**config.mk**
```make
export PLATFORM = sky130hd
export DESIGN_NAME = cstm_chip_select_timing_machine
export DESIGN_NICKNAME = d
export VERILOG_FILES = /design/src/pkg/cstm_pkg.sv /design/src/rtl/cstm_chip_select_timing_machine.sv
export SDC_FILE = /design/constraint.sdc
export NUM_CORES = 1
export LEC_CHECK = 0
export BUFFER_PORTS_ARGS = -buffer_cell sky130_fd_sc_hd__buf_2
export CAP_MARGIN = 5
export CELL_PAD_IN_SITES_DETAIL_PLACEMENT = 1
export CELL_PAD_IN_SITES_GLOBAL_PLACEMENT = 1
export CORE_ASPECT_RATIO = 0.75
export CORE_MARGIN = 3
export CORE_UTILIZATION = 32
export CTS_BUF_LIST = sky130_fd_sc_hd__clkbuf_8
export CTS_CLUSTER_SIZE = 25
export DETAILED_ROUTE_END_ITERATION = 10
export PLACE_DENSITY_LB_ADDON = 0.1
export SYNTH_ARGS = -nofsm -noshare
export SYNTH_HDL_FRONTEND = slang
export SYNTH_SLANG_ARGS = --single-unit
```
**constraint.sdc**
```tcl
create_clock -name clk_sys_in -period 3.4 [get_ports clk_sys_in]
set_input_delay 0.17 -clock clk_sys_in [delete_from_list [all_inputs] [get_ports clk_sys_in]]
set_output_delay 0.17 -clock clk_sys_in [all_outputs]
set_load 0.01 [all_outputs]
```
**src/pkg/cstm_pkg.sv**
```systemverilog
// constants shared by the chip-select timing machine
package cstm_pkg;
   // ------------------------------------------------------------------
   // structure
   // ------------------------------------------------------------------
   localparam int NUM_BANKS    = 4;
   localparam int BANK_IDX_W   = 2;
   localparam int LANES        = 4;
   localparam int WAIT_W       = 4;
   localparam int CNT_W        = 5;
   localparam int ACS_W        = 2;
   localparam int PW_W         = 2;
   localparam int BEAT_W       = 2;
   // ------------------------------------------------------------------
   // timing
   // ------------------------------------------------------------------
   localparam int CLK_PERIOD_NS  = 25;
   localparam int HOLD_GAP_CLKS  = 1;
   localparam int BASIC_CLKS     = 2;
   localparam int MAX_WAIT       = 15;
   localparam int RELAX_MIN_WAIT = 1;
   // ------------------------------------------------------------------
   // codes and values
   // ------------------------------------------------------------------
   localparam logic [ACS_W-1:0]      ACS_SAME    = 2'h0;
   localparam logic [ACS_W-1:0]      ACS_QUARTER = 2'h2;
   localparam logic [ACS_W-1:0]      ACS_HALF    = 2'h3;
   localparam logic [BEAT_W-1:0]     BEAT_LAST   = 2'h3;
   localparam logic [BEAT_W-1:0]     BEAT_STEP   = 2'h1;
   localparam logic [CNT_W-1:0]      CNT_ZERO    = 5'h00;
   localparam logic [CNT_W-1:0]      CNT_ONE     = 5'h01;
   localparam logic [NUM_BANKS-1:0]  BOOT_BANK   = 4'h1;
   localparam logic [NUM_BANKS-1:0]  NO_BANKS    = 4'h0;
   localparam logic [LANES-1:0]      NO_LANES    = 4'h0;
   localparam logic [BANK_IDX_W-1:0] BANK0       = 2'h0;
   // ------------------------------------------------------------------
   // state machine
   // ------------------------------------------------------------------
   typedef enum logic [3:0] {
      ST_IDLE   = 4'b0001,
      ST_GAP    = 4'b0010,
      ST_SETUP  = 4'b0100,
      ST_ACCESS = 4'b1000
   } cstm_state_e;
endpackage : cstm_pkg

```
**src/rtl/cstm_chip_select_timing_machine.sv**
```systemverilog
// chip-select timing machine for external memory banks
//
// Overview of operation
// - bursts only on reads; writes always single transfers
// - burst allowed only while the bank's burst_block is clear
// - at most four beats, stop at modulo-four word boundary
// - unmatched burst goes external; outside logic terminates each beat
// - normal or late sampling of burst_data_in_progress
// - matched bank supplies every cycle attribute
// - per-lane byte strobes for reads and writes, plus read strobe
// - boot chip select active straight out of reset
// - relaxed timing adds strobe delay and doubles wait states
// - after read with hold extend, next cycle waits one clock unless it reads the same bank
// - select delay and early negate set strobe setup and hold
// - select delay 00 asserts select with the address
// - select delay 11 asserts select half a clock later
// - early negate without relaxed drops write strobe quarter clock early
// - zero to 15 wait states then internal acknowledge
// - basic cycle lasts two clocks plus wait count
// - external ack with relaxed needs one wait, three clocks least
// - early external ack ends internally timed cycle
// - write data driven right after transfer start
// - lowest numbered matching bank wins
// - write to protected bank: no select, no ack, flag set
`timescale 1ns/1ps
module cstm_chip_select_timing_machine
   import cstm_pkg::*;
(
   input  wire logic                                   clk_sys_in,
   input  wire logic                                   nrst_in,
   input  wire logic                                   transfer_start_in,
   input  wire logic                                   read_in,
   input  wire logic                                   burst_req_in,
   input  wire logic [cstm_pkg::LANES-1:0]             byte_enable_in,
   input  wire logic [cstm_pkg::BEAT_W-1:0]            word_addr_in,
   input  wire logic [cstm_pkg::NUM_BANKS-1:0]         access_match_in,
   input  wire logic [cstm_pkg::NUM_BANKS-1:0]         bank_valid_in,
   input  wire logic [cstm_pkg::NUM_BANKS-1:0]         burst_block_in,
   input  wire logic [cstm_pkg::NUM_BANKS-1:0]         write_protect_in,
   input  wire logic [cstm_pkg::NUM_BANKS-1:0]         relaxed_timing_in,
   input  wire logic [cstm_pkg::NUM_BANKS-1:0]         read_hold_extend_in,
   input  wire logic [cstm_pkg::NUM_BANKS-1:0]         external_ack_select_in,
   input  wire logic [cstm_pkg::NUM_BANKS-1:0]         strobe_early_negate_in,
   input  wire logic [cstm_pkg::NUM_BANKS*2-1:0]       address_to_select_delay_in,
   input  wire logic [cstm_pkg::NUM_BANKS*4-1:0]       wait_count_in,
   input  wire logic [cstm_pkg::NUM_BANKS*4-1:0]       burst_wait_count_in,
   input  wire logic [cstm_pkg::NUM_BANKS*2-1:0]       port_width_in,
   input  wire logic                                   burst_data_in_progress_late_in,
   input  wire logic                                   boot_release_in,
   input  wire logic [cstm_pkg::NUM_BANKS-1:0]         violation_clear_in,
   input  wire logic                                   transfer_ack_n_in,
   input  wire logic                                   burst_data_in_progress_n_in,
   output logic [cstm_pkg::NUM_BANKS-1:0]              bank_chip_select_out,
   output logic [cstm_pkg::LANES-1:0]                  byte_write_strobe_out,
   output logic                                        read_strobe_out,
   output logic                                        data_drive_out,
   output logic                                        internal_ack_out,
   output logic                                        external_pass_out,
   output logic                                        burst_active_out,
   output logic [cstm_pkg::ACS_W-1:0]                  select_delay_out,
   output logic                                        strobe_early_negate_out,
   output logic [cstm_pkg::PW_W-1:0]                   port_width_out,
   output logic [cstm_pkg::NUM_BANKS-1:0]              protect_violation_flag_out,
   output logic                                        boot_active_out,
   output logic                                        busy_out
);
   import cstm_pkg::*;

   initial
   begin
      if (NUM_BANKS != 4 || WAIT_W != 4 || CNT_W < WAIT_W + 1)
         $error("unsupported bank count or counter width");
   end

   // ------------------------------------------------------------------
   // helper functions
   // ------------------------------------------------------------------
   function automatic logic [BANK_IDX_W-1:0] lowest_bank
      (input logic [NUM_BANKS-1:0] hits);
      logic [BANK_IDX_W-1:0] idx;
      idx = BANK0;
      for (int i = NUM_BANKS - 1; i >= 0; i--)
         if (hits[i])
            idx = BANK_IDX_W'(i);
      return idx;
   endfunction : lowest_bank

   function automatic logic [CNT_W-1:0] beat_load
      (input logic [WAIT_W-1:0] w, input logic relax);
      logic [CNT_W-1:0] ext;
      ext = {1'b0, w};
      return relax ? CNT_W'(ext + ext + CNT_ONE) : CNT_W'(ext + CNT_ONE);
   endfunction : beat_load

   // ------------------------------------------------------------------
   // pin synchronisers (three stages, second and third must agree)
   // ------------------------------------------------------------------
   logic [2:0] ta_sync_ff;
   logic [2:0] burst_data_in_progress_sync_ff;
   logic       ta_filt_ff;
   logic       burst_data_in_progress_filt_ff;
   logic       burst_data_in_progress_late_ff;

   always_ff @(posedge clk_sys_in)
   begin
      if (!nrst_in)
      begin
         ta_sync_ff   <= 3'h7;
         burst_data_in_progress_sync_ff <= 3'h7;
         ta_filt_ff   <= 1'b0;
         burst_data_in_progress_filt_ff <= 1'b0;
         burst_data_in_progress_late_ff <= 1'b0;
      end
      else
      begin
         ta_sync_ff   <= {ta_sync_ff[1:0], transfer_ack_n_in};
         burst_data_in_progress_sync_ff <= {burst_data_in_progress_sync_ff[1:0], burst_data_in_progress_n_in};
         if (ta_sync_ff[1] == ta_sync_ff[2])
            ta_filt_ff <= !ta_sync_ff[2];
         if (burst_data_in_progress_sync_ff[1] == burst_data_in_progress_sync_ff[2])
            burst_data_in_progress_filt_ff <= !burst_data_in_progress_sync_ff[2];
         burst_data_in_progress_late_ff <= burst_data_in_progress_filt_ff;
      end
   end

   wire logic burst_data_in_progress_seen = burst_data_in_progress_late_in ? burst_data_in_progress_late_ff : burst_data_in_progress_filt_ff;

   // ------------------------------------------------------------------
   // state and request registers
   // ------------------------------------------------------------------
   cstm_state_e            st_ff;
   cstm_state_e            nxt_st;
   logic [CNT_W-1:0]       cnt_ff;
   logic [CNT_W-1:0]       nxt_cnt;
   logic [BANK_IDX_W-1:0]  bank_ff;
   logic                   rd_ff;
   logic                   burst_ff;
   logic [BEAT_W-1:0]      beat_ff;
   logic [BEAT_W-1:0]      nxt_beat;
   logic [LANES-1:0]       be_ff;
   logic                   last_rd_ff;
   logic [BANK_IDX_W-1:0]  last_bank_ff;
   logic                   last_read_hold_extend_ff;
   logic                   boot_ff;
   logic [NUM_BANKS-1:0]   viol_ff;

   // ------------------------------------------------------------------
   // bank decode and attribute selection
   // ------------------------------------------------------------------
   wire logic [NUM_BANKS-1:0] valid_w = bank_valid_in | (boot_ff ? BOOT_BANK : NO_BANKS);
   wire logic [NUM_BANKS-1:0] hits_w  = access_match_in & valid_w;
   wire logic                 any_hit = |hits_w;
   wire logic [BANK_IDX_W-1:0] new_bank = lowest_bank(hits_w);
   wire logic                 new_wp  = !read_in && write_protect_in[new_bank];
   wire logic                 start_idle = (st_ff == ST_IDLE) && transfer_start_in;
   wire logic                 accept  = start_idle && any_hit && !new_wp;
   wire logic                 violate = start_idle && any_hit && new_wp;
   wire logic                 pass_w  = start_idle && (!any_hit || new_wp);
   wire logic                 new_burst = read_in && burst_req_in && !burst_block_in[new_bank];
   wire logic                 need_gap = last_read_hold_extend_ff &&
                                 !(read_in && last_rd_ff && last_bank_ff == new_bank);
   wire logic [BANK_IDX_W-1:0] sel_bank = (st_ff == ST_IDLE) ? new_bank : bank_ff;

   // every attribute follows the selected bank
   wire logic               relax_w = relaxed_timing_in[sel_bank];
   wire logic               external_ack_select_w  = external_ack_select_in[sel_bank];
   wire logic               strobe_early_negate_w  = strobe_early_negate_in[sel_bank];
   wire logic [ACS_W-1:0]   acs_w   = address_to_select_delay_in[sel_bank*ACS_W +: ACS_W];
   wire logic [WAIT_W-1:0]  scy_w   = wait_count_in[sel_bank*WAIT_W +: WAIT_W];
   wire logic [WAIT_W-1:0]  burst_wait_count_w  = burst_wait_count_in[sel_bank*WAIT_W +: WAIT_W];
   wire logic [PW_W-1:0]    pw_w    = port_width_in[sel_bank*PW_W +: PW_W];

   // without external ack, load is wait plus one, doubled wait when relaxed
   wire logic [CNT_W-1:0]   first_load = external_ack_select_w ?
                              (relax_w ? CNT_W'(RELAX_MIN_WAIT) : CNT_ZERO) :
                              beat_load(scy_w, relax_w);
   wire logic [CNT_W-1:0]   next_load  = external_ack_select_w ? CNT_ZERO :
                              beat_load(burst_wait_count_w, relax_w);

   // ------------------------------------------------------------------
   // beat termination
   // ------------------------------------------------------------------
   wire logic cnt_done  = (cnt_ff == CNT_ZERO);
   wire logic beat_end  = (st_ff == ST_ACCESS) &&
                          (external_ack_select_w ? (ta_filt_ff && cnt_done)
                                  : (cnt_done || ta_filt_ff));
   wire logic more_beats = burst_ff && burst_data_in_progress_seen && (beat_ff != BEAT_LAST);
   wire logic go_setup  = relax_w;

   // ------------------------------------------------------------------
   // next state
   // ------------------------------------------------------------------
   always_comb
   begin
      nxt_st   = st_ff;
      nxt_cnt  = cnt_ff;
      nxt_beat = beat_ff;
      case (st_ff)
         ST_IDLE:
         begin
            nxt_beat = word_addr_in;
            if (accept)
            begin
               nxt_cnt = first_load;
               if (need_gap)
                  nxt_st = ST_GAP;
               else if (go_setup)
                  nxt_st = ST_SETUP;
               else
                  nxt_st = ST_ACCESS;
            end
         end
         ST_GAP:
         begin
            nxt_st = go_setup ? ST_SETUP : ST_ACCESS;
         end
         ST_SETUP:
         begin
            nxt_st = ST_ACCESS;
         end
         ST_ACCESS:
         begin
            if (beat_end && more_beats)
            begin
               nxt_beat = BEAT_W'(beat_ff + BEAT_STEP);
               nxt_cnt  = next_load;
            end
            else if (beat_end)
               nxt_st = ST_IDLE;
            else if (!cnt_done)
               nxt_cnt = CNT_W'(cnt_ff - CNT_ONE);
         end
         default:
         begin
            nxt_st = ST_IDLE;
         end
      endcase
   end

   // ------------------------------------------------------------------
   // registered strobes
   // ------------------------------------------------------------------
   wire logic nxt_rd     = (st_ff == ST_IDLE) ? read_in : rd_ff;
   wire logic nxt_access = (nxt_st == ST_ACCESS);
   wire logic nxt_cs     = nxt_access ||
                           (nxt_st == ST_SETUP && acs_w == ACS_SAME);
   wire logic relax_neg  = relax_w && strobe_early_negate_w && (nxt_cnt == CNT_ZERO) && !external_ack_select_w;
   wire logic nxt_we     = nxt_access && !relax_neg;
   wire logic [LANES-1:0] nxt_be = (st_ff == ST_IDLE) ? byte_enable_in : be_ff;
   wire logic [NUM_BANKS-1:0] nxt_cs_vec =
      nxt_cs ? NUM_BANKS'(BOOT_BANK << sel_bank) : NO_BANKS;

   always_ff @(posedge clk_sys_in)
   begin
      if (!nrst_in)
      begin
         st_ff    <= ST_IDLE;
         cnt_ff   <= CNT_ZERO;
         bank_ff  <= BANK0;
         rd_ff    <= 1'b0;
         burst_ff <= 1'b0;
         beat_ff  <= BEAT_LAST;
         be_ff    <= NO_LANES;
      end
      else
      begin
         st_ff   <= nxt_st;
         cnt_ff  <= nxt_cnt;
         beat_ff <= nxt_beat;
         if (accept)
         begin
            bank_ff  <= new_bank;
            rd_ff    <= read_in;
            burst_ff <= new_burst;
            be_ff    <= byte_enable_in;
         end
      end
   end

   // history for the hold-extend gap
   always_ff @(posedge clk_sys_in)
   begin
      if (!nrst_in)
      begin
         last_rd_ff   <= 1'b0;
         last_bank_ff <= BANK0;
         last_read_hold_extend_ff <= 1'b0;
      end
      else if (st_ff == ST_ACCESS && nxt_st == ST_IDLE)
      begin
         last_rd_ff   <= rd_ff;
         last_bank_ff <= bank_ff;
         last_read_hold_extend_ff <= rd_ff && read_hold_extend_in[bank_ff];
      end
      else if (pass_w)
         last_read_hold_extend_ff <= 1'b0;
   end

   // boot select and sticky protect flags
   always_ff @(posedge clk_sys_in)
   begin
      if (!nrst_in)
      begin
         boot_ff <= 1'b1;
         viol_ff <= NO_BANKS;
      end
      else
      begin
         if (boot_release_in)
            boot_ff <= 1'b0;
         viol_ff <= (viol_ff & ~violation_clear_in) |
                    (violate ? NUM_BANKS'(BOOT_BANK << new_bank) : NO_BANKS);
      end
   end

   // output flip-flops
   always_ff @(posedge clk_sys_in)
   begin
      if (!nrst_in)
      begin
         bank_chip_select_out       <= NO_BANKS;
         byte_write_strobe_out      <= NO_LANES;
         read_strobe_out            <= 1'b0;
         data_drive_out             <= 1'b0;
         internal_ack_out           <= 1'b0;
         external_pass_out          <= 1'b0;
         burst_active_out           <= 1'b0;
         select_delay_out           <= ACS_SAME;
         strobe_early_negate_out    <= 1'b0;
         port_width_out             <= '0;
         protect_violation_flag_out <= NO_BANKS;
         boot_active_out            <= 1'b1;
         busy_out                   <= 1'b0;
      end
      else
      begin
         bank_chip_select_out       <= nxt_cs_vec;
         byte_write_strobe_out      <= nxt_we ? nxt_be : NO_LANES;
         read_strobe_out            <= nxt_access && nxt_rd;
         data_drive_out             <= (nxt_st != ST_IDLE) && !nxt_rd;
         internal_ack_out           <= beat_end && !external_ack_select_w;
         external_pass_out          <= pass_w;
         burst_active_out           <= (nxt_st != ST_IDLE) &&
                                       (st_ff == ST_IDLE ? new_burst : burst_ff);
         select_delay_out           <= acs_w;
         strobe_early_negate_out    <= strobe_early_negate_w && !relax_w && !nxt_rd;
         port_width_out             <= pw_w;
         protect_violation_flag_out <= (viol_ff & ~violation_clear_in) |
                    (violate ? NUM_BANKS'(BOOT_BANK << new_bank) : NO_BANKS);
         boot_active_out            <= boot_ff && !boot_release_in;
         busy_out                   <= (nxt_st != ST_IDLE);
      end
   end

   // ------------------------------------------------------------------
   // checks
   // ------------------------------------------------------------------
   chk_burst_read_only: assert property (
      @(posedge clk_sys_in) disable iff (!nrst_in)
      burst_active_out |-> read_strobe_out || !data_drive_out)
      else $error("burst seen on a write");

   chk_burst_block_gate: assert property (
      @(posedge clk_sys_in) disable iff (!nrst_in)
      accept && burst_block_in[new_bank] |=> !burst_ff)
      else $error("burst started on blocked bank");

   chk_beat_boundary: assert property (
      @(posedge clk_sys_in) disable iff (!nrst_in)
      beat_end && beat_ff == BEAT_LAST |=> st_ff == ST_IDLE)
      else $error("burst ran past modulo four boundary");

   chk_nomatch_pass: assert property (
      @(posedge clk_sys_in) disable iff (!nrst_in)
      start_idle && !any_hit |=> external_pass_out &&
         bank_chip_select_out == NO_BANKS && !internal_ack_out)
      else $error("unmatched access not passed out");

   chk_basic_length: assert property (
      @(posedge clk_sys_in) disable iff (!nrst_in)
      accept && !need_gap && !relax_w && !external_ack_select_w && scy_w == 4'h0 &&
         transfer_ack_n_in && ta_sync_ff == 3'h7 && !ta_filt_ff
      |=> bank_chip_select_out != NO_BANKS ##1
          bank_chip_select_out != NO_BANKS ##1 internal_ack_out)
      else $error("zero wait cycle not two clocks");

   chk_hold_gap: assert property (
      @(posedge clk_sys_in) disable iff (!nrst_in)
      accept && need_gap |=> st_ff == ST_GAP ##1
         $past(bank_chip_select_out) == NO_BANKS)
      else $error("hold extend gap missing");

   chk_protect_flag: assert property (
      @(posedge clk_sys_in) disable iff (!nrst_in)
      violate |=> protect_violation_flag_out[$past(new_bank)] &&
         bank_chip_select_out == NO_BANKS)
      else $error("protect violation not flagged");

   chk_lowest_bank: assert property (
      @(posedge clk_sys_in) disable iff (!nrst_in)
      accept && hits_w[0] |=> bank_ff == BANK0)
      else $error("lower bank not preferred");

   chk_boot_reset: assert property (
      @(posedge clk_sys_in) disable iff (!nrst_in)
      $rose(nrst_in) |-> boot_ff && boot_active_out)
      else $error("boot select not active after reset");

   chk_write_data: assert property (
      @(posedge clk_sys_in) disable iff (!nrst_in)
      accept && !read_in |=> data_drive_out && !read_strobe_out)
      else $error("write data not driven after start");

endmodule : cstm_chip_select_timing_machine

```
==> metrics.yaml <==
core_area_sq_um: 10410
synth_edf_count: 0
grtUsageTotal_pct: 20.89
antenna_found_initial: 0
synthArstFlopShare_pct: 0
fp.dieW_um: 125.9
overflow: 0
final_util_pct: 49.72
ys_top_cells_by_area: "dfxtp_1, nand2_1, nor2_1"
cts_buffers: 9
tritoncts: "built"
startpoint: "st_ff[2]"
clock_path_buffers: 2
crit_slowest_cell: "or4b_4"
drv_slew: 0
r2r_start: "st_ff[2]"
grt_max_degree: 18
use_met1_pct: 29.59
ios: 123
path_cells: "or4b_4, a22o_1, buf_12, a221oi_2, nor2_2, ha_2, mux2_2, a221oi_4, nand3_2, nor4_4, buf_6, nor4b_2"
ys_warn_count: 0
leakage_nw: 2.296
slew_headroom_pct: 40.88
root_buffer: "clkbuf_8"
syn-cell-area_sq_um: 3451
path_buf_inv: 2
ir_drop_mv: 0.2123
finalSetupViolCount: 0
worstSetupPathType: "reg2reg"
path_clk_slew_ns: 0.07
synth.distinct_cells: 63
syn_area_per_cell_sq_um: 7.825
power_density_nw_per_um2: 431.4
hold_start: "boot_release_in"
wl_um: 13330
synth_area_leader_cell: "dfxtp_1"
synthCells: 441
grt.met3_usage_pct: 5.047
synth_nets: 544
portBuffers: 122
htree_levels: 3
die_h_um: 95.93
routedWlPerCell_um: 17.36
dr.pass1.iters: 4
place.gp.congestion: 0.9171
antenna_cells: 0
fmaxAchievable_mhz: 295.7
fin_crit_sh_pct: 99.47
period_needed_ns: 3.382
drv_cap: 0
dieArea_sq_um: 12080
hold_viol: 0
synth-seq-area-share_pct: 33.07
place_hpwl_um: 10070
dr.first_iter.drc_count: 148
place_ws_ns: -0.1302
worst_pin_slew_ns: 0.8850
worstPathMaxFanout: 11
final_common_cell: "buf_2"
clkSinkCount: 57
cpLargestDelayFamily: "simple AND/OR/NAND/NOR gates"
insertion_delay_ns: 0.35
worstPathRequired_ns: 3.64
via_count: 4070
status: "completed"
skew_ns: 0.009091
hp-class: "in2reg"
cpPeakStageDelay_ns: 0.62
viasPerCell: 5.299
grt_busiest_layer: "met2"
grt_first_pass_wirelength_um: 20280
crit_path_start_kind: "register"
drc: 0
synth_top_area_share_pct: 33.07
final_nets: 731
rsz0062_at_grt: "yes"
ys_seq_elements: 57
syn_to_final_growth_pct: 50.00
grt_util_met2_pct: 32.39
critical_path_arrival_ns: 3.62
drive_gt1_share_pct: 42.25
detail-route-antenna-nets: 0
final_cell_mix: "buf_2, nand2_1, buf_4, dfxtp_1, nor2_1"
setup_ws_ns: 0.01817
first_global_vias: 4048
synthFlopType: "dfxtp_1"
num_rows: 32
end_kind: "register"
start_util_pct: 33.15
==> path summary, 6_finish.rpt <==
path,cells after the start,to,slack [ns]
min,2,boot_ff,0.02
max reg2reg,12,byte_write_strobe_out[1],0.02
min reg2reg,1,burst_data_in_progress_sync_ff[1],0.42
max,12,byte_write_strobe_out[1],0.02
==> per-layer routing <==
layer  vias to the layer above  share of wire [%]
met5                         -                  0
met4                         0               0.91
met3                        12                5.2
met2                       118                 45
met1                      1973                 49
li1                       1967                  -
==> stage by stage <==
stage                     instances  setup TNS [ns]  hold WS, ns  total power, mW  cell area (sq um)
after floorplan                 441         -0.2815       0.2430            1.118               3475
after global placement          733        -0.01617       0.3529            1.397               4582
after detailed placement        733         -0.4844       0.3597            1.408               4582
after CTS                       751               0     0.001342            2.163               4887
after global routing            768         -0.3528     0.008674            2.356               5176
final                           768               0      0.01519            2.233               5176
==> kinds of logic after synthesis <==
family                   count (synthesis)  share of synthesized area, %
AO/OA/AOI/OAI                          114                         23.46
XOR/XNOR                                 6                         1.523
adder cells (fa/ha/maj)                  5                         1.740
buffers and inverters                   35                         4.967
flip-flops                              57                         33.07
multiplexers                            18                         5.729
AND/OR/NAND/NOR                        206                         29.51
==> power breakdown <==
part,leakage (nW),switching [mW],total [mW],internal (mW)
Sequential,0.465,0.0230,0.726,0.703
Combinational,1.73,0.418,0.782,0.364
Clock,0.104,0.298,0.725,0.427
==> area by class of cell <==
cell class,instances,area [sq um]
Timing Repair Buffer,198,1230
Multi-Input combinational cell,349,2369
Clock inverter,5,80.08
Inverter,13,48.80
Sequential cell,57,1141
Fill cell,1290,5234
Tap cell,136,170.2
Clock buffer,10,137.6
==> cell usage after synthesis (2+ instances only) <==
| library cell | count |
|---|---|
| a2111oi_0 | 2 |
| a21o_1 | 3 |
| a21oi_1 | 34 |
| a221o_1 | 3 |
| a221oi_1 | 4 |
| a221oi_2 | 3 |
| a22o_1 | 2 |
| a22oi_1 | 7 |
| a311o_1 | 2 |
| a311oi_1 | 4 |
| a31oi_1 | 6 |
| a32oi_1 | 2 |
| and2_1 | 12 |
| and3_1 | 3 |
| buf_2 | 7 |
| buf_6 | 4 |
| clkbuf_1 | 10 |
| dfxtp_1 | 57 |
| ha_1 | 4 |
| inv_1 | 13 |
| mux2_2 | 4 |
| mux2i_1 | 13 |
| nand2_1 | 70 |
| nand2b_1 | 12 |
| nand3_1 | 21 |
| nand4_1 | 3 |
| nor2_1 | 50 |
| nor3_1 | 14 |
| nor4_1 | 3 |
| nor4b_1 | 2 |
| nor4b_2 | 4 |
| o211a_1 | 3 |
| o21a_1 | 4 |
| o21ai_0 | 17 |
| o21ai_1 | 3 |
| o22ai_1 | 2 |
| or3_1 | 2 |
| or3b_2 | 3 |
| xnor2_1 | 4 |
| xor2_1 | 2 |
==> worst register-to-register path: cells and delay by family (launching register included) <==
kind	cells	cell delay, ns
AND/OR/NAND/NOR	5	1.09
AO/OA/AOI/OAI	3	0.98
buffers and inverters	2	0.32
flip-flops	1	0.31
multiplexers	1	0.29
adder cells (fa/ha/maj)	1	0.26
==> timing repair <==
item                                   in CTS  in global routing
pin swaps                                   5                 20
resized for setup                          10                 35
gates cloned                                0                  0
endpoints found under the hold margin       2                  0
setup endpoints to repair                   5                  8
hold buffers                                2                  0
setup buffers                               1                 17
==> sequential cells by signal (all words and copies together), names as in the netlist, 2 cells and up <==
name / count
bank_ff: 2
port_width_out: 2
burst_data_in_progress_sync_ff: 3
last_bank_ff: 2
byte_write_strobe_out: 4
protect_violation_flag_out: 4
select_delay_out: 2
cnt_ff: 5
beat_ff: 2
bank_chip_select_out: 4
st_ff: 4
be_ff: 4
ta_sync_ff: 3
Note: power is estimated with default switching activity, not from simulation.
